### src/rtl/output_compare_channel_defines.vh
`ifndef OUTPUT_COMPARE_CHANNEL_DEFINES_VH
`define OUTPUT_COMPARE_CHANNEL_DEFINES_VH
// Byte addresses of the registers on the APB slave.
`define ADDR_CONTROL_ONE 12'h000
`define ADDR_CONTROL_TWO 12'h004
`define ADDR_PRIMARY 12'h008
`define ADDR_SECONDARY 12'h00c
`define ADDR_TIMER 12'h010
`define ADDR_SECONDARY_HI 12'h014
`define ADDR_PRIMARY_HI 12'h018
// Bit positions in the first control register.
`define BIT_CLEAR_MODE 3
`define BIT_MODE_HI 2
`define BIT_MODE_LO 0
// Bit positions in the second control register.
`define BIT_INVERT 12
`define BIT_CASCADE 8
`define BIT_TRIG_FLAG 6
`define BIT_TRISTATE 5
// Writable masks of the control registers.
`define MASK_CONTROL_ONE 16'h000f
`define MASK_CONTROL_TWO 16'hf1ff
// Reset values.
`define RESET_CONTROL_ONE 16'h0000
`define RESET_CONTROL_TWO 16'h000c
`define ZERO16 16'h0000
// Compare mode codes.
`define MODE_OFF 3'h0
`define MODE_SHOT_HIGH 3'h1
`define MODE_SHOT_LOW 3'h2
`define MODE_TOGGLE 3'h3
`define MODE_DOUBLE_SHOT 3'h4
`define MODE_DOUBLE_CONT 3'h5
`define MODE_EDGE_PWM 3'h6
`define MODE_CENTER_PWM 3'h7
`endif

### src/rtl/compare_match_unit.v
`timescale 1ns/1ps
// Equality compare of the timer against the two compare values, per bit in a generate loop.
module compare_match_unit
(
  // Operands.
  input wire [31:0] timer_value,
  input wire [31:0] primary_value,
  input wire [31:0] secondary_value,
  // Width select: high when the upper half takes part.
  input wire wide,
  // Results.
  output wire primary_hit,
  output wire secondary_hit,
  output wire zero_hit
);
  // Per-bit equality vectors.
  wire [31:0] eq_p;
  wire [31:0] eq_s;
  wire [31:0] eq_z;
  genvar i;
  // Each bit counts only if it is in the low half or the channel is cascaded.
  generate
    for (i = 0; i < 32; i = i + 1)
    begin : g_bit
      wire used;
      assign used = (i < 16) ? 1'b1 : wide;
      assign eq_p[i] = ~used | (timer_value[i] == primary_value[i]);
      assign eq_s[i] = ~used | (timer_value[i] == secondary_value[i]);
      assign eq_z[i] = ~used | ~timer_value[i];
    end
  endgenerate
  // All bits equal means a match.
  assign primary_hit = &eq_p;
  assign secondary_hit = &eq_s;
  assign zero_hit = &eq_z;
endmodule

### src/rtl/output_compare_channel.v
// The APB register port and the placing of the registers were left to the implementer.
`timescale 1ns/1ps
// Operation
// - Clear mode set: secondary match or software clears flag.
// - Clear mode zero: only software clears flag.
// - Mode 111: high on primary, low on secondary.
// - Mode 110: high at zero, low on primary.
// - Mode 101: start low, toggle alternate matches forever.
// - Mode 100: start low, toggle twice, one pulse.
// - Mode 011: toggle on every primary match.
// - Mode 010: start high, low on first match.
// - Mode 001: start low, high on first match.
// - Mode 000: channel disabled, no events.
// - Compare values double-buffered only in PWM modes.
// - Cascade bit joins two channels into 32 bits.
`include "output_compare_channel_defines.vh"
module output_compare_channel
(
  // Clock and reset.
  input wire core_clk,
  input wire rst_n,
  // APB slave.
  input wire psel,
  input wire penable,
  input wire pwrite,
  input wire [11:0] paddr,
  input wire [31:0] pwdata,
  output reg [31:0] prdata,
  output reg pready,
  output reg pslverr,
  // Running timer count, low and high halves.
  input wire [31:0] compare_timer_count,
  // Pin drive; the enable is low while the pin is driven.
  output reg compare_output_pin,
  output reg compare_output_pin_oe_n
);
  // Control registers.
  reg [15:0] compare_control_one_reg;
  reg [15:0] compare_control_two_reg;
  // Compare values as software wrote them.
  reg [31:0] primary_write_reg;
  reg [31:0] secondary_write_reg;
  // Compare values in use by the comparator.
  reg [31:0] primary_compare_value_reg;
  reg [31:0] secondary_compare_value_reg;
  // Mode-generated output level before inversion.
  reg level_reg;
  reg level_next;
  // Phase of the double-compare modes: low waits for primary, high for secondary.
  reg phase_reg;
  reg phase_next;
  // High once a single-shot mode has fired.
  reg done_reg;
  reg done_next;
  // Mode code last seen, to notice a change of mode.
  reg [2:0] last_mode_reg;
  // Decoded fields.
  // Fields that are not decoded here are only stored for software.
  wire [2:0] compare_mode_select;
  wire trigger_status_clear_mode;
  wire cascade_32bit_enable;
  wire output_invert;
  wire output_tristate;
  wire pwm_mode;
  wire mode_change;
  // Match results.
  wire primary_hit;
  wire secondary_hit;
  wire zero_hit;
  // Bus decode.
  wire wr_access;
  wire rd_access;
  wire wr_one;
  wire wr_two;
  // High when the address names a register of this block.
  wire addr_mapped;
  // Timer view, masked to 16 bits unless cascaded.
  wire [31:0] timer_view;
  reg [31:0] read_value;

  // Field decode of the control registers.
  assign compare_mode_select = compare_control_one_reg[`BIT_MODE_HI:`BIT_MODE_LO];
  assign trigger_status_clear_mode = compare_control_one_reg[`BIT_CLEAR_MODE];
  assign cascade_32bit_enable = compare_control_two_reg[`BIT_CASCADE];
  assign output_invert = compare_control_two_reg[`BIT_INVERT];
  assign output_tristate = compare_control_two_reg[`BIT_TRISTATE];
  // Only the two PWM codes double-buffer the compare values.
  assign pwm_mode = (compare_mode_select == `MODE_EDGE_PWM) ||
                    (compare_mode_select == `MODE_CENTER_PWM);
  // A mode write shows up one cycle later as a change against the stored code.
  assign mode_change = (compare_mode_select != last_mode_reg);
  // Access-phase decode; the master holds its request, so a write lands twice harmlessly.
  assign wr_access = psel & penable & pwrite;
  assign rd_access = psel & penable & ~pwrite;
  assign wr_one = wr_access & (paddr == `ADDR_CONTROL_ONE);
  assign wr_two = wr_access & (paddr == `ADDR_CONTROL_TWO);
  assign addr_mapped = (paddr == `ADDR_CONTROL_ONE) || (paddr == `ADDR_CONTROL_TWO) ||
                       (paddr == `ADDR_PRIMARY) || (paddr == `ADDR_PRIMARY_HI) ||
                       (paddr == `ADDR_SECONDARY) || (paddr == `ADDR_SECONDARY_HI) ||
                       (paddr == `ADDR_TIMER);
  // Timer readback shows only the half that takes part in the compare.
  assign timer_view = cascade_32bit_enable ? compare_timer_count :
                      {`ZERO16, compare_timer_count[15:0]};

  // Comparator; the upper half joins in only when cascaded.
  compare_match_unit u_match
  (
    .timer_value(compare_timer_count),
    .primary_value(primary_compare_value_reg),
    .secondary_value(secondary_compare_value_reg),
    .wide(cascade_32bit_enable),
    .primary_hit(primary_hit),
    .secondary_hit(secondary_hit),
    .zero_hit(zero_hit)
  );

  // Next output level per mode, evaluated every clock.
  always @*
  begin
    level_next = level_reg;
    phase_next = phase_reg;
    done_next = done_reg;
    // Match events of this cycle decide the level loaded at the coming edge.
    if (mode_change)
    begin
      // A new mode starts from its initial pin state.
      // Events that fall in the cycle of a mode change are ignored on purpose.
      phase_next = 1'b0;
      done_next = 1'b0;
      level_next = (compare_mode_select == `MODE_SHOT_LOW) ? 1'b1 : 1'b0;
    end
    else
    begin
      case (compare_mode_select)
        `MODE_OFF:
        begin
          // Disabled: the level is forced low.
          level_next = 1'b0;
        end
        `MODE_SHOT_HIGH:
        begin
          // Rise once on the first primary match.
          if (primary_hit && !done_reg)
          begin
            level_next = 1'b1;
            done_next = 1'b1;
          end
        end
        `MODE_SHOT_LOW:
        begin
          // Fall once on the first primary match.
          if (primary_hit && !done_reg)
          begin
            level_next = 1'b0;
            done_next = 1'b1;
          end
        end
        `MODE_TOGGLE:
        begin
          // Invert on each primary match.
          if (primary_hit)
            level_next = ~level_reg;
        end
        `MODE_DOUBLE_SHOT:
        begin
          // Toggle on primary, then on secondary, then stop.
          if (!done_reg && !phase_reg && primary_hit)
          begin
            level_next = ~level_reg;
            phase_next = 1'b1;
          end
          else if (!done_reg && phase_reg && secondary_hit)
          begin
            level_next = ~level_reg;
            done_next = 1'b1;
          end
        end
        `MODE_DOUBLE_CONT:
        begin
          // Toggle on alternate primary and secondary matches forever.
          if (!phase_reg && primary_hit)
          begin
            level_next = ~level_reg;
            phase_next = 1'b1;
          end
          else if (phase_reg && secondary_hit)
          begin
            level_next = ~level_reg;
            phase_next = 1'b0;
          end
        end
        `MODE_EDGE_PWM:
        begin
          // Primary match wins over zero so a zero duty stays low.
          if (primary_hit)
            level_next = 1'b0;
          else if (zero_hit)
            level_next = 1'b1;
        end
        `MODE_CENTER_PWM:
        begin
          // Secondary match wins if both values are equal.
          if (secondary_hit)
            level_next = 1'b0;
          else if (primary_hit)
            level_next = 1'b1;
        end
        default:
        begin
          level_next = level_reg;
        end
      endcase
    end
  end

  // Mode state and pin drive; the pin follows the match on the same edge's result.
  always @(posedge core_clk or negedge rst_n)
  begin
    if (!rst_n)
    begin
      level_reg <= 1'b0;
      phase_reg <= 1'b0;
      done_reg <= 1'b0;
      last_mode_reg <= `MODE_OFF;
      compare_output_pin <= 1'b0;
      compare_output_pin_oe_n <= 1'b1;
    end
    else
    begin
      level_reg <= level_next;
      phase_reg <= phase_next;
      done_reg <= done_next;
      last_mode_reg <= compare_mode_select;
      // Inversion comes after the mode logic, so every mode keeps its own start level.
      compare_output_pin <= level_next ^ output_invert;
      // Pin floats while tri-stated or disabled.
      compare_output_pin_oe_n <= output_tristate | (compare_mode_select == `MODE_OFF);
    end
  end

  // Compare value buffers: in PWM modes new values load only at the period start or on a mode change.
  always @(posedge core_clk or negedge rst_n)
  begin
    if (!rst_n)
    begin
      primary_compare_value_reg <= {`ZERO16, `ZERO16};
      secondary_compare_value_reg <= {`ZERO16, `ZERO16};
    end
    else if (!pwm_mode || zero_hit || mode_change)
    begin
      // Outside PWM the written value is used at once.
      // Loading at the period start keeps a mid-period write from cutting a pulse short.
      // Loading on a mode change keeps stale values of an earlier mode out of PWM.
      primary_compare_value_reg <= primary_write_reg;
      secondary_compare_value_reg <= secondary_write_reg;
    end
  end

  // Register writes and the trigger status flag.
  always @(posedge core_clk or negedge rst_n)
  begin
    if (!rst_n)
    begin
      compare_control_one_reg <= `RESET_CONTROL_ONE;
      compare_control_two_reg <= `RESET_CONTROL_TWO;
      primary_write_reg <= {`ZERO16, `ZERO16};
      secondary_write_reg <= {`ZERO16, `ZERO16};
    end
    else
    begin
      if (wr_one)
        compare_control_one_reg <= pwdata[15:0] & `MASK_CONTROL_ONE;
      if (wr_two)
      begin
        // Software may clear or set the flag with a write.
        compare_control_two_reg <= pwdata[15:0] & `MASK_CONTROL_TWO;
        if (compare_mode_select != `MODE_OFF && primary_hit)
          compare_control_two_reg[`BIT_TRIG_FLAG] <= 1'b1;
      end
      else if (compare_mode_select != `MODE_OFF && primary_hit)
      begin
        // A trigger event sets the flag; set wins over any clear.
        compare_control_two_reg[`BIT_TRIG_FLAG] <= 1'b1;
      end
      // A hardware clear is dropped when a set or a write to the second control register falls in the same cycle.
      else if (trigger_status_clear_mode && secondary_hit &&
               compare_mode_select != `MODE_OFF)
      begin
        // Hardware clear on secondary match when enabled.
        compare_control_two_reg[`BIT_TRIG_FLAG] <= 1'b0;
      end
      // Upper halves take part in the compare only while the channel is cascaded.
      if (wr_access && paddr == `ADDR_PRIMARY)
        primary_write_reg[15:0] <= pwdata[15:0];
      if (wr_access && paddr == `ADDR_PRIMARY_HI)
        primary_write_reg[31:16] <= pwdata[15:0];
      if (wr_access && paddr == `ADDR_SECONDARY)
        secondary_write_reg[15:0] <= pwdata[15:0];
      if (wr_access && paddr == `ADDR_SECONDARY_HI)
        secondary_write_reg[31:16] <= pwdata[15:0];
    end
  end

  // Read mux; unmapped addresses read zero with an error.
  always @*
  begin
    // Compare values read back as written, not as buffered.
    read_value = {`ZERO16, `ZERO16};
    case (paddr)
      `ADDR_CONTROL_ONE: read_value = {`ZERO16, compare_control_one_reg};
      `ADDR_CONTROL_TWO: read_value = {`ZERO16, compare_control_two_reg};
      `ADDR_PRIMARY: read_value = {`ZERO16, primary_write_reg[15:0]};
      `ADDR_PRIMARY_HI: read_value = {`ZERO16, primary_write_reg[31:16]};
      `ADDR_SECONDARY: read_value = {`ZERO16, secondary_write_reg[15:0]};
      `ADDR_SECONDARY_HI: read_value = {`ZERO16, secondary_write_reg[31:16]};
      `ADDR_TIMER: read_value = timer_view;
      default: read_value = {`ZERO16, `ZERO16};
    endcase
  end

  // APB answer: one wait state, ready pulses in the second access cycle.
  always @(posedge core_clk or negedge rst_n)
  begin
    if (!rst_n)
    begin
      pready <= 1'b0;
      pslverr <= 1'b0;
      prdata <= {`ZERO16, `ZERO16};
    end
    else if (psel && penable && !pready)
    begin
      // Ready drops at the edge where the master samples it, so each access answers once.
      pready <= 1'b1;
      // Unmapped addresses answer with an error; read data and error stand one cycle.
      pslverr <= !addr_mapped;
      prdata <= rd_access ? read_value : {`ZERO16, `ZERO16};
    end
    else
    begin
      pready <= 1'b0;
      pslverr <= 1'b0;
      prdata <= {`ZERO16, `ZERO16};
    end
  end
endmodule

### config.mk
export PLATFORM = sky130hd
export DESIGN_NAME = output_compare_channel
export DESIGN_NICKNAME = d
export VERILOG_FILES = /design/src/rtl/compare_match_unit.v /design/src/rtl/output_compare_channel.v
export VERILOG_INCLUDE_DIRS = /design/src /design/src/rtl
export SDC_FILE = /design/constraint.sdc
export NUM_CORES = 1
export LEC_CHECK = 0
export BUFFER_PORTS_ARGS = -buffer_cell sky130_fd_sc_hd__buf_2
export CORE_MARGIN = 3
export CORE_UTILIZATION = 34
export DETAILED_ROUTE_END_ITERATION = 7
export PLACE_DENSITY = 0.56
export SLEW_MARGIN = 5
export SYNTH_ARGS = -nofsm -noshare
export SYNTH_HDL_FRONTEND = slang
export SYNTH_HIERARCHICAL = 1
export SYNTH_SLANG_ARGS = --single-unit
### constraint.sdc
create_clock -name core_clk -period 2.5 [get_ports core_clk]
set_clock_uncertainty 0.15 [all_clocks]
set_input_delay 0.5 -clock core_clk [delete_from_list [all_inputs] [get_ports core_clk]]
set_output_delay 0.5 -clock core_clk [all_outputs]
set_load 0.01 [all_outputs]
=== Word level (Yosys, flattened, before mapping) ===
Index checks and enable logic that the tools add are counted.

* Eq/ne operators: 83
* Multiplexer cells: 34
* Bitwise operators: 90
* Reductions and logical operators: 42

{| class="wikitable"
|+ Operators by type and width
! kind !! count
|-
| $pmux 32 s7 || 1
|-
| $mux 32 || 3
|-
| $reduce_and 32->1 || 3
|-
| $eq 1x1->1 || 64
|-
| $or 1x1->1 || 49
|-
| $eq 12x5->1 const B || 3
|-
| $not 1->1 || 35
|-
| $mux 1 || 27
|-
| $eq 12x4->1 const B || 2
|-
| $logic_and 1x1->1 || 16
|-
| $eq 12x3->1 const B || 1
|-
| $eq 3x3->1 const B || 4
|-
| $logic_not 12->1 || 1
|-
| $reduce_bool 3->1 || 4
|-
| $logic_or 1x1->1 || 9
|-
| $ne 3x3->1 const B || 3
|-
| $pmux 1 s8 || 1
|-
| $eq 3x2->1 const B || 2
|-
| $and 1x1->1 || 5
|-
| $logic_not 1->1 || 5
|-
| $ne 4x4->1 const B || 1
|-
| $pmux 1 s2 || 2
|-
| $reduce_and 4->1 || 1
|-
| $eq 3x1->1 const B || 1
|-
| other kinds (6) || 6
|}

* Bits in registers: 187
* Output and inout bits: 36
* Word-level logic and storage cells: 267

=== Depth between registers and ports, before layout ===
Gate-level depths: netlist (run 1).

* Depth in word-level cells: 9
* Depth in mapped cells: 11
* Mapped depth without buffers: 11

=== Hierarchy ===
The synthesis (run 1) kept the hierarchy.

{| class="wikitable"
|+ By module, submodules not included
! module !! times used !! cells each !! area each (um^2)
|-
| output_compare_channel || 1 || 567 || 7885.1
|-
| compare_match_unit || 1 || 97 || 763.2
|}

=== Worst setup path after synthesis (run 1) ===
No wires, ideal clock.

* Path kind: input -> register
* Start point: input compare_timer_count[25]
* End point: register compare_output_pin
* Library setup time: 0.094 ns
* Data arrival time: 2.329 ns
* Slack: -0.073 ns
* Cell stages on the path: 11
* Cell sequence: xor2_1 > nor4_1 > nand4_1 > a21oi_1 > inv_1 > ha_1 > nor3b_1 > a21oi_1 > o22a_1 > a21o_1 > a211oi_1

* Elaborated cells on any way between the ends: 28
* Those cells by class: eq/ne (2); mux (13); bitwise (5); reduce/logical (8)

{| class="wikitable"
|+ RTL lines
! what !! RTL line !! text
|-
| start: declaration || output_compare_channel.v:32 || <nowiki>input wire [31:0] compare_timer_count,</nowiki>
|-
| $eq 1x1->1 (*) || compare_match_unit.v:27 || <nowiki>assign eq_p[i] = ~used | (timer_value[i] == primary_value[i]);</nowiki>
|-
| $or 1x1->1 (*) || compare_match_unit.v:27 ||
|-
| $reduce_and 32->1 (*) || compare_match_unit.v:33 || <nowiki>assign primary_hit = &eq_p;</nowiki>
|-
| net primary_hit || output_compare_channel.v:67 || <nowiki>wire primary_hit;</nowiki>
|-
| $mux 1 (tied with other cells) || output_compare_channel.v:205 || <nowiki>else if (primary_hit)</nowiki>
|-
| $mux 1, on equally long branches || - ||
|-
| $pmux 1 s8 (*) || output_compare_channel.v:134 || <nowiki>case (compare_mode_select)</nowiki>
|-
| $mux 1 (*) || output_compare_channel.v:124 || <nowiki>if (mode_change)</nowiki>
|-
| $xor 1x1->1 (*) || output_compare_channel.v:235 || <nowiki>compare_output_pin <= level_next ^ output_invert;</nowiki>
|-
| end signal: assignment || output_compare_channel.v:235 ||
|-
| end: declaration || output_compare_channel.v:34 || <nowiki>output reg compare_output_pin,</nowiki>
|}

Mark *: on every way through the listed nets, which the timed path passes. The rest lies on a longest branch.
A chain may end at the register's enable or synchronous reset.

=== Final worst setup path (run 1) ===
* Start point: register primary_compare_value_reg[2]
* End point: register compare_output_pin

* Cells in the longest elaborated chain, start to end: 7
* Elaborated cells on any way between the ends: 16
* Those cells by class: eq/ne (1); mux (10); bitwise (1); reduce/logical (4)

{| class="wikitable"
|+ RTL lines
! what !! RTL line !! text
|-
| start: declaration || output_compare_channel.v:44 || <nowiki>reg [31:0] primary_compare_value_reg;</nowiki>
|-
| start signal: assignment || output_compare_channel.v:246 || <nowiki>primary_compare_value_reg <= {`ZERO16, `ZERO16};</nowiki>
|-
| start signal: assignment || output_compare_channel.v:254 || <nowiki>primary_compare_value_reg <= primary_write_reg;</nowiki>
|-
| $eq 1x1->1 (*) || compare_match_unit.v:27 ||
|-
| $reduce_and 32->1 (*) || compare_match_unit.v:33 ||
|-
| net primary_hit || output_compare_channel.v:67 ||
|-
| $mux 1 (tied with other cells) || output_compare_channel.v:205 ||
|-
| $mux 1, on equally long branches || - ||
|-
| $pmux 1 s8 (*) || output_compare_channel.v:134 ||
|-
| $mux 1 (*) || output_compare_channel.v:124 ||
|-
| $xor 1x1->1 (*) || output_compare_channel.v:235 ||
|}

Marks and branches as above.

==> results of run 1 <==
==> what timing repair did <==
action / CTS / global route
endpoints found under the setup margin: 2 / 21
pin swaps: 3 / 4
endpoints found under the hold margin: 54 / 0
hold buffers: 1 / 0
gates resized for setup: 10 / 1
buffers inserted: 1 / 5
==> critical path, stage by stage (launching register included) <==
cell and delay [ns]:
dfrtp_1 0.39, xor2_1 0.19, nor4_1 0.49, nand4_1 0.22, a21oi_4 0.24, nand2b_1 0.11
a2111o_1 0.43, o22ai_2 0.20, nor2_1 0.08, a211oi_2 0.22
==> cells by family after synthesis <==
kind of cell	after synthesis
flops	187
mux	181
simple gates	131
xor+xnor	68
compound gates	59
buf+inv	37
fa+ha+maj	1
==> layout make-up <==
| cell class | instances | area (um2) | area share [%] |
|---|---|---|---|
| Clock buffer | 20 | 447 | 4.14 |
| Clock inverter | 12 | 91.3 | 0.846 |
| Inverter | 7 | 26.3 | 0.243 |
| Multi-Input combinational cell | 440 | 3820 | 35.4 |
| Sequential cell | 187 | 4680 | 43.4 |
| Tap cell | 324 | 405 | 3.76 |
| Timing Repair Buffer | 196 | 1320 | 12.2 |
==> layer usage <==
| metal | global-route usage, % | share of wire [%] |
|---|---|---|
| met3 | 2.87 | 5.1 |
| met1 | 26.9 | 47 |
| met2 | 29.3 | 47 |
| met4 | 4.61 | 1.0 |
| met5 | 0 | 0 |
==> power by group <==
group          total, mW  switching, mW  internal (mW)
registers           3.03        0.00315           3.03
logic              0.408          0.246          0.162
clock network       2.52           1.21           1.31
==> worst paths after layout <==
path	cells after the start	endpoint	slack (ns)	from
min in group asynchronous	2	compare_control_two_reg[6]$_DFFE_PN0P_	0.49	rst_n
worst max-delay path	9	compare_output_pin$_DFF_PN0_	-0.30	primary_compare_value_reg[2]$_DFFE_PN0P_
worst max register to register	9	compare_output_pin$_DFF_PN0_	-0.30	primary_compare_value_reg[2]$_DFFE_PN0P_
max in group asynchronous	3	compare_control_two_reg[2]$_DFFE_PN1P_	1.04	rst_n
worst min register to register	1	compare_control_two_reg[4]$_DFFE_PN0P_	0.36	compare_control_two_reg[4]$_DFFE_PN0P_
worst min-delay path	2	primary_write_reg[26]$_DFFE_PN0P_	0.20	pwdata[10]
==> cell usage in the layout, fill, tap and decap left out, types with 3 or more instances in the layout <==
cell type  Yosys  layout
a21oi_1       15      14
a2bb2oi_1      7       7
and2_1        17      17
and3_1         3       3
buf_12         0       7
buf_2          9      99
buf_4          0      88
clkbuf_16      0      17
clkinv_2       0       3
clkinv_4       0       4
dfrtp_1      184     184
dfstp_2        3       3
inv_1          6       5
inv_6          0       3
mux2_1        27      27
mux2_2       115     115
mux2i_1       35      35
mux4_2         4       4
nand2_1       20      20
nand2b_1       5       5
nand3_1        9       9
nand4_1        6       6
nor2_1        24      24
nor3_1         6       6
nor3_2         3       3
nor4_1        25      24
o211ai_1       5       5
o21ai_0       12      11
o22a_1         3       3
o22ai_1        7       6
xor2_1        68      68
==> through the flow <==
| stage | total power, mW | setup TNS [ns] | util, % |
|---|---|---|---|
| 5_1_grt | 6.17 | -0.840 | 43.7 |
| 4_1_cts | 6.03 | -0.578 | 43.6 |
| 6_report | 5.96 | -0.577 | 43.7 |
| 2_1_floorplan | 3.21 | 0 | - |
| 3_3_place_gp | 3.50 | -9.02 | 41.1 |
| 3_5_place_dp | 3.50 | -7.80 | 41.1 |
==> results.json, run 1 <==
{
  "min_path_type": "input port to flop",
  "synth_flop_cell": "dfrtp_1",
  "place_inst": 1147,
  "drv_slew": 0,
  "core_um2": 24700,
  "post_drt_wl_per_cell_um": 20.8,
  "grt_start_max_net_pins": 64,
  "rsz0062_at_grt": "true",
  "nNetsFinal": 931,
  "io_buffers": 100,
  "synthXorXnorAreaFrac_pct": 6.89,
  "syn_to_final_growth_pct": 24.8,
  "synthSimpleGateAreaFrac_pct": 8.52,
  "cp.required_ns": 2.70,
  "finalWirelength_um": 24700,
  "gr-usage-all-layers_pct": 18.6,
  "cap_violations": 0,
  "cp.arrival_ns": 3.00,
  "power_density_nw_per_um2": 552,
  "start_util_pct": 35.0,
  "cts_max_path_buffers": 2,
  "cts_buffers": 17,
  "ant_nets": 0,
  "h-tree-depth": 4,
  "fin_crit_sh_pct": 112,
  "timing.slew.headroom_pct": 61.0,
  "synth_top_family_by_area": "multiplexers",
  "synth_edf_count": 0,
  "end_kind": "flop",
  "finalCriticalPeriod_ns": 2.80,
  "num_vias": 6006,
  "dpl_worst_slack_ns": -0.678,
  "yosysMostFrequentCell": "dfrtp_1",
  "status": "finished, violations left",
  "violations": "setup timing",
  "max_freq_mhz": 357,
  "yosysUniqueCellTypes": 46,
  "ys_seq_area_share_pct": 54.2,
  "worstPathMaxFanout": 4,
  "synth_fp_nets": 746,
  "ir_drop_uv": 328,
  "gp_congestion": 0.858,
  "clk_pin_slew_ns": 0.07,
  "path_class": "flop to flop",
  "root_buffer": "clkbuf_16",
  "post-dp-hpwl_um": 18700,
  "dr.pass1.iters": 5,
  "final_hold_viol_count": 0,
  "fillers": 2357,
  "ys_top_cells_by_count": "dfrtp_1, mux2_2, xor2_1",
  "stdcell_count": 1186,
  "dieArea_um2": 27400,
  "synth-adder-area-share_pct": 0.145,
  "synthMuxAreaShare_pct": 23.6,
  "finalSetupViolCount": 2,
  "hold_ws_ns": 0.201,
  "synth_top_area_share_pct": 53.2,
  "start_kind": "flop",
  "via_per_inst": 5.06,
  "cts.sinks": 187,
  "drive_gt1_share_pct": 42.2,
  "syn_avg_cell_area_um2": 13.0,
  "drc": 0,
  "synth_cells": 664,
  "fin_area_um2": 10800,
  "grt_pass1_wl_um": 37600,
  "dieHeight_um": 165,
  "synthArstFlopShare_pct": 100,
  "synth_top_area_cell": "dfrtp_1",
  "synth_area_um2": 8650,
  "antennaDiodeCount": 0,
  "ys_ff_latch": 187,
  "overflow": 0,
  "timing.final.ws_setup_ns": -0.299,
  "grt_pass1_vias": 6063,
  "rows": 57,
  "first_iter_violations": 441,
  "io_pins": 117,
  "netlist_top_cells_area": "dfrtp_1, mux2_2, xor2_1",
  "die_x_um": 165,
  "tritoncts": "yes",
  "grt_antenna_before_repair": 0,
  "synth_compound_area_share_pct": 4.46,
  "yosys_warnings": 6,
  "clk_latency_ns": 0.43,
  "power.leakage_nw": 5.52,
  "place_area_um2": 10200,
  "worst_pin_slew_ns": 0.584
}
Note: power is estimated with default switching activity, not from simulation.
==> inputs of run 2 (changes only) <==
Settings changed: ABC_AREA set to 1, CORE_UTILIZATION 34 to 30, PLACE_DENSITY 0.56 to 0.5.
==> run 2 against run 1 <==
  * The run still ends with setup timing left
  * Worst hold slack worse by 0.063 ns
  * Non-clock buffer count decreased by 10
  * First-iteration DRC count increased by 51%
  * Highest routed layer unchanged
==> results.json, run 2 <==
{
  "start_util_pct": 30.7,
  "io_buffers": 100,
  "post-dp-hpwl_um": 20700,
  "power_density_nw_per_um2": 530,
  "antennaDiodeCount": 0,
  "tritoncts": "yes",
  "ys_seq_area_share_pct": 49.4,
  "finalWirelength_um": 28100,
  "synth_area_um2": 9470,
  "synth_flop_cell": "dfrtp_1",
  "dieArea_um2": 33700,
  "final_common_cell": "nand2_1",
  "cts.sinks": 187,
  "ys_ff_latch": 187,
  "cts_max_path_buffers": 2,
  "fin_util_pct": 38.0,
  "core_um2": 30800,
  "syn_to_final_growth_pct": 23.7,
  "ys_top_cells_by_count": "nand2_1, dfrtp_1, inv_1",
  "cp.required_ns": 2.69,
  "synthArstFlopShare_pct": 100,
  "start_kind": "flop",
  "root_buffer": "clkbuf_16",
  "rows": 64,
  "place_area_um2": 10900,
  "netlist_top_cells_area": "dfrtp_1, nand2_1, inv_1",
  "clk_pin_slew_ns": 0.08,
  "drv_slew": 0,
  "finalCriticalPeriod_ns": 2.52,
  "r2r_setup_slack_ns": -0.02,
  "gp_congestion": 0.815,
  "status": "finished, violations left",
  "cts_buffers": 17,
  "finalSetupViolCount": 1,
  "overflow": 0,
  "grt_antenna_before_repair": 0,
  "fin_area_um2": 11700,
  "io_pins": 117,
  "use_met2_pct": 27.6,
  "max_freq_mhz": 397,
  "dr.pass1.iters": 7,
  "yosysMostFrequentCell": "nand2_1",
  "clk_latency_ns": 0.45,
  "synth_top_area_cell": "dfrtp_1",
  "ant_nets": 0,
  "grt_pass1_wl_um": 43300,
  "grt_start_max_net_pins": 48,
  "synth_cells": 1219,
  "fin_setup_tns_ns": -0.0166,
  "grtUsageMet1_pct": 22.9,
  "top_usage_layer": "met2",
  "h-tree-depth": 4,
  "timing.final.ws_setup_ns": -0.0166,
  "post_drt_wl_per_cell_um": 15.8,
  "gr-usage-all-layers_pct": 16.7,
  "synth_fp_nets": 1301,
  "nNetsFinal": 1458,
  "worst_pin_slew_ns": 0.608,
  "via_per_inst": 4.56,
  "drc": 0,
  "fin_crit_sh_pct": 101,
  "yosysUniqueCellTypes": 40,
  "worstPathMaxFanout": 5,
  "synth_top_area_share_pct": 48.6,
  "timing.slew.headroom_pct": 59.3,
  "drive_gt1_share_pct": 22.3,
  "end_kind": "flop",
  "power.leakage_nw": 5.70,
  "path_class": "flop to flop",
  "first_iter_violations": 664,
  "min_path_type": "input port to flop",
  "synth_edf_count": 0,
  "dieHeight_um": 184,
  "syn_avg_cell_area_um2": 7.77,
  "violations": "setup timing",
  "cp.arrival_ns": 2.71,
  "yosys_warnings": 6,
  "die_x_um": 184,
  "rsz0062_at_grt": "true",
  "ir_drop_uv": 443,
  "cap_violations": 0,
  "grt_use_met3_pct": 2.63,
  "grt_pass1_vias": 7676,
  "final_hold_viol_count": 0,
  "final_cell_mix": "nand2_1, dfrtp_1, inv_1",
  "num_vias": 8135
}
run 2: cell types whose count changed after synthesis, moves of 51 or more:
cell and change:
nor2_1 +58, inv_1 +158, mux2_2 -115, nand2_1 +375, o21ai_1 +101, nand3_1 +51
run 2: layout make-up:
class / instances / area, um2
Fill cell: 3221 / 19100
Timing Repair Buffer: 186 / 1340
Tap cell: 396 / 495
Sequential cell: 187 / 4680
Clock inverter: 15 / 174
Multi-Input combinational cell: 799 / 3910
Inverter: 185 / 694
Clock buffer: 17 / 425
run 2: metal layers:
layer	vias to the layer above	part of all wire, %
li1	4095	-
met1	3838	47
met2	181	48
met3	21	3.7
met4	0	1.3
met5	-	0
run 2: worst paths after layout:
check | startpoint | endpoint | cells past startpoint
max | compare_control_two_reg[8]$_DFFE_PN0P_ | compare_output_pin$_DFF_PN0_ | 20
min | psel | pready$_DFF_PN0_ | 3
max reg2reg | compare_control_two_reg[8]$_DFFE_PN0P_ | compare_output_pin$_DFF_PN0_ | 20
min reg2reg | pready$_DFF_PN0_ | pready$_DFF_PN0_ | 1
max in group asynchronous | rst_n | compare_control_two_reg[3]$_DFFE_PN1P_ | 3
min in group asynchronous | rst_n | secondary_write_reg[27]$_DFFE_PN0P_ | 2
run 2: per-stage QoR:
| stage | power, mW | hold slack, ns | setup WS [ns] | cells |
|---|---|---|---|---|
| 3_5_place_dp | 3.46 | 0.295 | -0.249 | 1744 |
| 2_1_floorplan | 3.20 | 0.0544 | 0.107 | 1219 |
| 3_3_place_gp | 3.45 | 0.302 | -0.273 | 1744 |
| 4_1_cts | 6.29 | 0.125 | 0.000201 | 1777 |
| 5_1_grt | 6.45 | 0.126 | -0.229 | 1785 |
| 6_report | 6.21 | 0.138 | -0.0166 | 1785 |
run 2: timing repair:
item | CTS | global route
pin swaps | 1 | 23
endpoints found under the hold margin | 41 | 0
endpoints found under the setup margin | 1 | 3
buffers inserted | 0 | 5
gates resized for setup | 2 | 31
hold buffers | 1 | 0
gates cloned | 0 | 3
run 2: cell families (layout without fill, tap and decap cells):
group / count (synthesis) / after routing / share of synthesized area (%)
AO/OA/AOI/OAI: 158 / 158 / 8.41
XOR/XNOR: 35 / 35 / 3.24
adder cells (fa/ha/maj): 1 / 1 / 0.132
buffers and inverters: 233 / 403 / 10.5
flip-flops: 187 / 187 / 49.4
AND/OR/NAND/NOR: 605 / 605 / 28.3
run 2: worst max-delay path, cell delays in order, from the launching register on:
cell and delay (ns):
dfrtp_2 0.51, clkbuf_16 0.20, nand3_2 0.06, nand2_1 0.04, inv_1 0.05, nand2_2 0.06, nor2_2 0.09, nand2_2 0.12
nor2_4 0.16, inv_2 0.07, ha_4 0.24, nor2_4 0.10, nor2_2 0.05, nand2_1 0.05, nand2_1 0.05, nor2_1 0.08
nand3_1 0.08, nand2_2 0.09, nand2_2 0.05, nand2_1 0.06, nand2_1 0.04
run 2: power by group:
part           total, mW  internal [mW]  switching [mW]  leakage (nW)
clock               2.82           1.44            1.38         0.293
sequential          3.03           3.03         0.00540          2.59
combinational      0.357          0.129           0.228          2.81
==> inputs of run 3 (changes only) <==
Settings changed: CELL_PAD_IN_SITES_DETAIL_PLACEMENT set to 0, CELL_PAD_IN_SITES_GLOBAL_PLACEMENT set to 1, PLACE_DENSITY 0.5 to 0.63.
==> run 3 against run 2 <==
  * The run now ends clean
  * Worst setup slack gained 0.044 ns
  * Fmax increased by 1.8%
  * Cell area about the same
  * Die area stayed put
  * Register-to-register slack improved by 0.04 ns
  * Critical path depth down 1
==> results.json, run 3 (synthesis gave the netlist of run 2 again) <==
{
  "whs_endpoint": "pready$_DFF_PN0_",
  "final_common_cell": "nand2_1",
  "start_util_pct": 30.7,
  "stdcell_count": 1791,
  "finalCriticalPeriod_ns": 2.47,
  "r2r_start": "compare_control_two_reg[8]$_DFFE_PN0P_",
  "syn_to_final_growth_pct": 23.7,
  "clk_pin_slew_ns": 0.07,
  "core_um2": 30800,
  "gr-usage-all-layers_pct": 17.4,
  "gp_congestion": 0.820,
  "grt_start_max_net_pins": 55,
  "overflow": 0,
  "tritoncts": "yes",
  "grt_pass1_vias": 7642,
  "worst_pin_slew_ns": 0.494,
  "cts_max_path_buffers": 2,
  "dieArea_um2": 33700,
  "min_from": "psel",
  "num_vias": 8040,
  "power.leakage_nw": 5.71,
  "cts_buffers": 17,
  "max_freq_mhz": 404,
  "r2r_setup_slack_ns": 0.03,
  "dpl_worst_slack_ns": -0.255,
  "clk_latency_ns": 0.44,
  "path_class": "flop to flop",
  "post-dp-hpwl_um": 21200,
  "cp_cell_sequence": "buf_12 -> nand3_2 -> nand2_1 -> inv_1 -> nand2_1 -> nor2_1 -> nand2_2 -> nor2_4 -> inv_2 -> buf_4 -> buf_4 -> buf_4 -> o21ai_1 -> nand3_1 -> nand3_1 -> nand2_1 -> nand2_1 -> nand2_1 -> nand2_1",
  "crit_family": "simple AND/OR/NAND/NOR gates",
  "die_x_um": 184,
  "crit_path_max_incr_delay_ns": 0.49,
  "dieHeight_um": 184,
  "end_kind": "flop",
  "cp.required_ns": 2.72,
  "ant_nets": 0,
  "post_drt_wl_per_cell_um": 16.0,
  "dr.pass1.iters": 5,
  "r2r_end": "compare_output_pin$_DFF_PN0_",
  "ir_drop_uv": 477,
  "cts.sinks": 187,
  "min_path_type": "input port to flop",
  "drv_slew": 0,
  "grt_antenna_before_repair": 0,
  "io_buffers": 100,
  "timing.final.ws_setup_ns": 0.0269,
  "grt_pass1_wl_um": 44800,
  "start_kind": "flop",
  "cp_common_cell": "nand2_1",
  "status": "completed",
  "drc": 0,
  "h-tree-depth": 4,
  "worstPathMaxFanout": 8,
  "fin_crit_sh_pct": 98.9,
  "finalWirelength_um": 28700,
  "io_pins": 117,
  "antennaDiodeCount": 0,
  "cap_violations": 0,
  "timing.slew.headroom_pct": 67.1,
  "final_hold_viol_count": 0,
  "root_buffer": "clkbuf_16",
  "drive_gt1_share_pct": 22.7,
  "rsz0062_at_grt": "true",
  "rr_worst_depth": 19,
  "first_iter_violations": 467,
  "cp.arrival_ns": 2.69,
  "rows": 64,
  "power_density_nw_per_um2": 518,
  "place_inst": 1749,
  "cpMaxStageDelayCell": "dfrtp_2",
  "final_cell_mix": "nand2_1, dfrtp_1, inv_1",
  "nNetsFinal": 1465,
  "via_per_inst": 4.49,
  "finalSetupViolCount": 0,
  "fin_setup_tns_ns": 0,
  "crit_buf_inv": 6,
  "hold_path_depth": 3
}
run 3: how the worst max path moves through the flow:
stage	depth (start not counted)	to	from
final	19	compare_output_pin$_DFF_PN0_	compare_control_two_reg[8]$_DFFE_PN0P_
after global routing	20	compare_output_pin$_DFF_PN0_	compare_control_two_reg[8]$_DFFE_PN0P_
after CTS	15	phase_reg$_DFFE_PN0P_	compare_control_two_reg[8]$_DFFE_PN0P_
after detailed placement	19	compare_output_pin$_DFF_PN0_	compare_timer_count[27]
after global placement	19	compare_output_pin$_DFF_PN0_	compare_timer_count[27]
after floorplan	18	compare_output_pin$_DFF_PN0_	compare_timer_count[27]
run 3: per-layer routing:
metal | track usage [%] | share of wire [%] | vias up | wire length, um
met2 | 28.5 | 47 | 158 | 13500
li1 | - | - | 4107 | -
met4 | 4.38 | 1.5 | 0 | 444
met3 | 2.55 | 3.2 | 19 | 929
met1 | 24.3 | 48 | 3756 | 13800
met5 | 0 | 0 | - | 0
run 3: repair_timing:
item / in CTS / in global routing
buffers inserted: 7 / 1
endpoints found under the hold margin: 51 / 0
endpoints found under the setup margin: 2 / 3
gates cloned: 2 / 0
pin swaps: 17 / 21
hold buffers: 1 / 0
resized for setup: 19 / 21
run 3: metrics by stage:
stage	utilization [%]	hold slack [ns]	area, um2	total power [mW]
after floorplan	-	0.0544	9470	3.20
after detailed placement	35.4	0.291	10900	3.46
after global routing	38.0	0.129	11700	6.32
after CTS	37.8	0.128	11600	6.17
final	38.0	0.150	11700	6.07
after global placement	35.4	0.296	10900	3.46
run 3: report_power, final:
part / internal [mW] / total (mW) / switching, mW
logic: 0.132 / 0.363 / 0.231
registers: 3.03 / 3.04 / 0.00560
clock network: 1.34 / 2.67 / 1.32
run 3: layout make-up:
cell class | instances | area, um2
clock buffers | 18 | 439
clock inverters | 13 | 120
fillers | 3222 | 19100
inverters | 185 | 694
multi-input cells | 799 | 3910
flip-flops and latches | 187 | 4680
well taps | 396 | 495
repair buffers | 193 | 1380
run 3: tightest hold or removal path, cell delays in order:
cell,delay (ns)
buf_2,0.10
inv_1,0.06
nor3_2,0.04
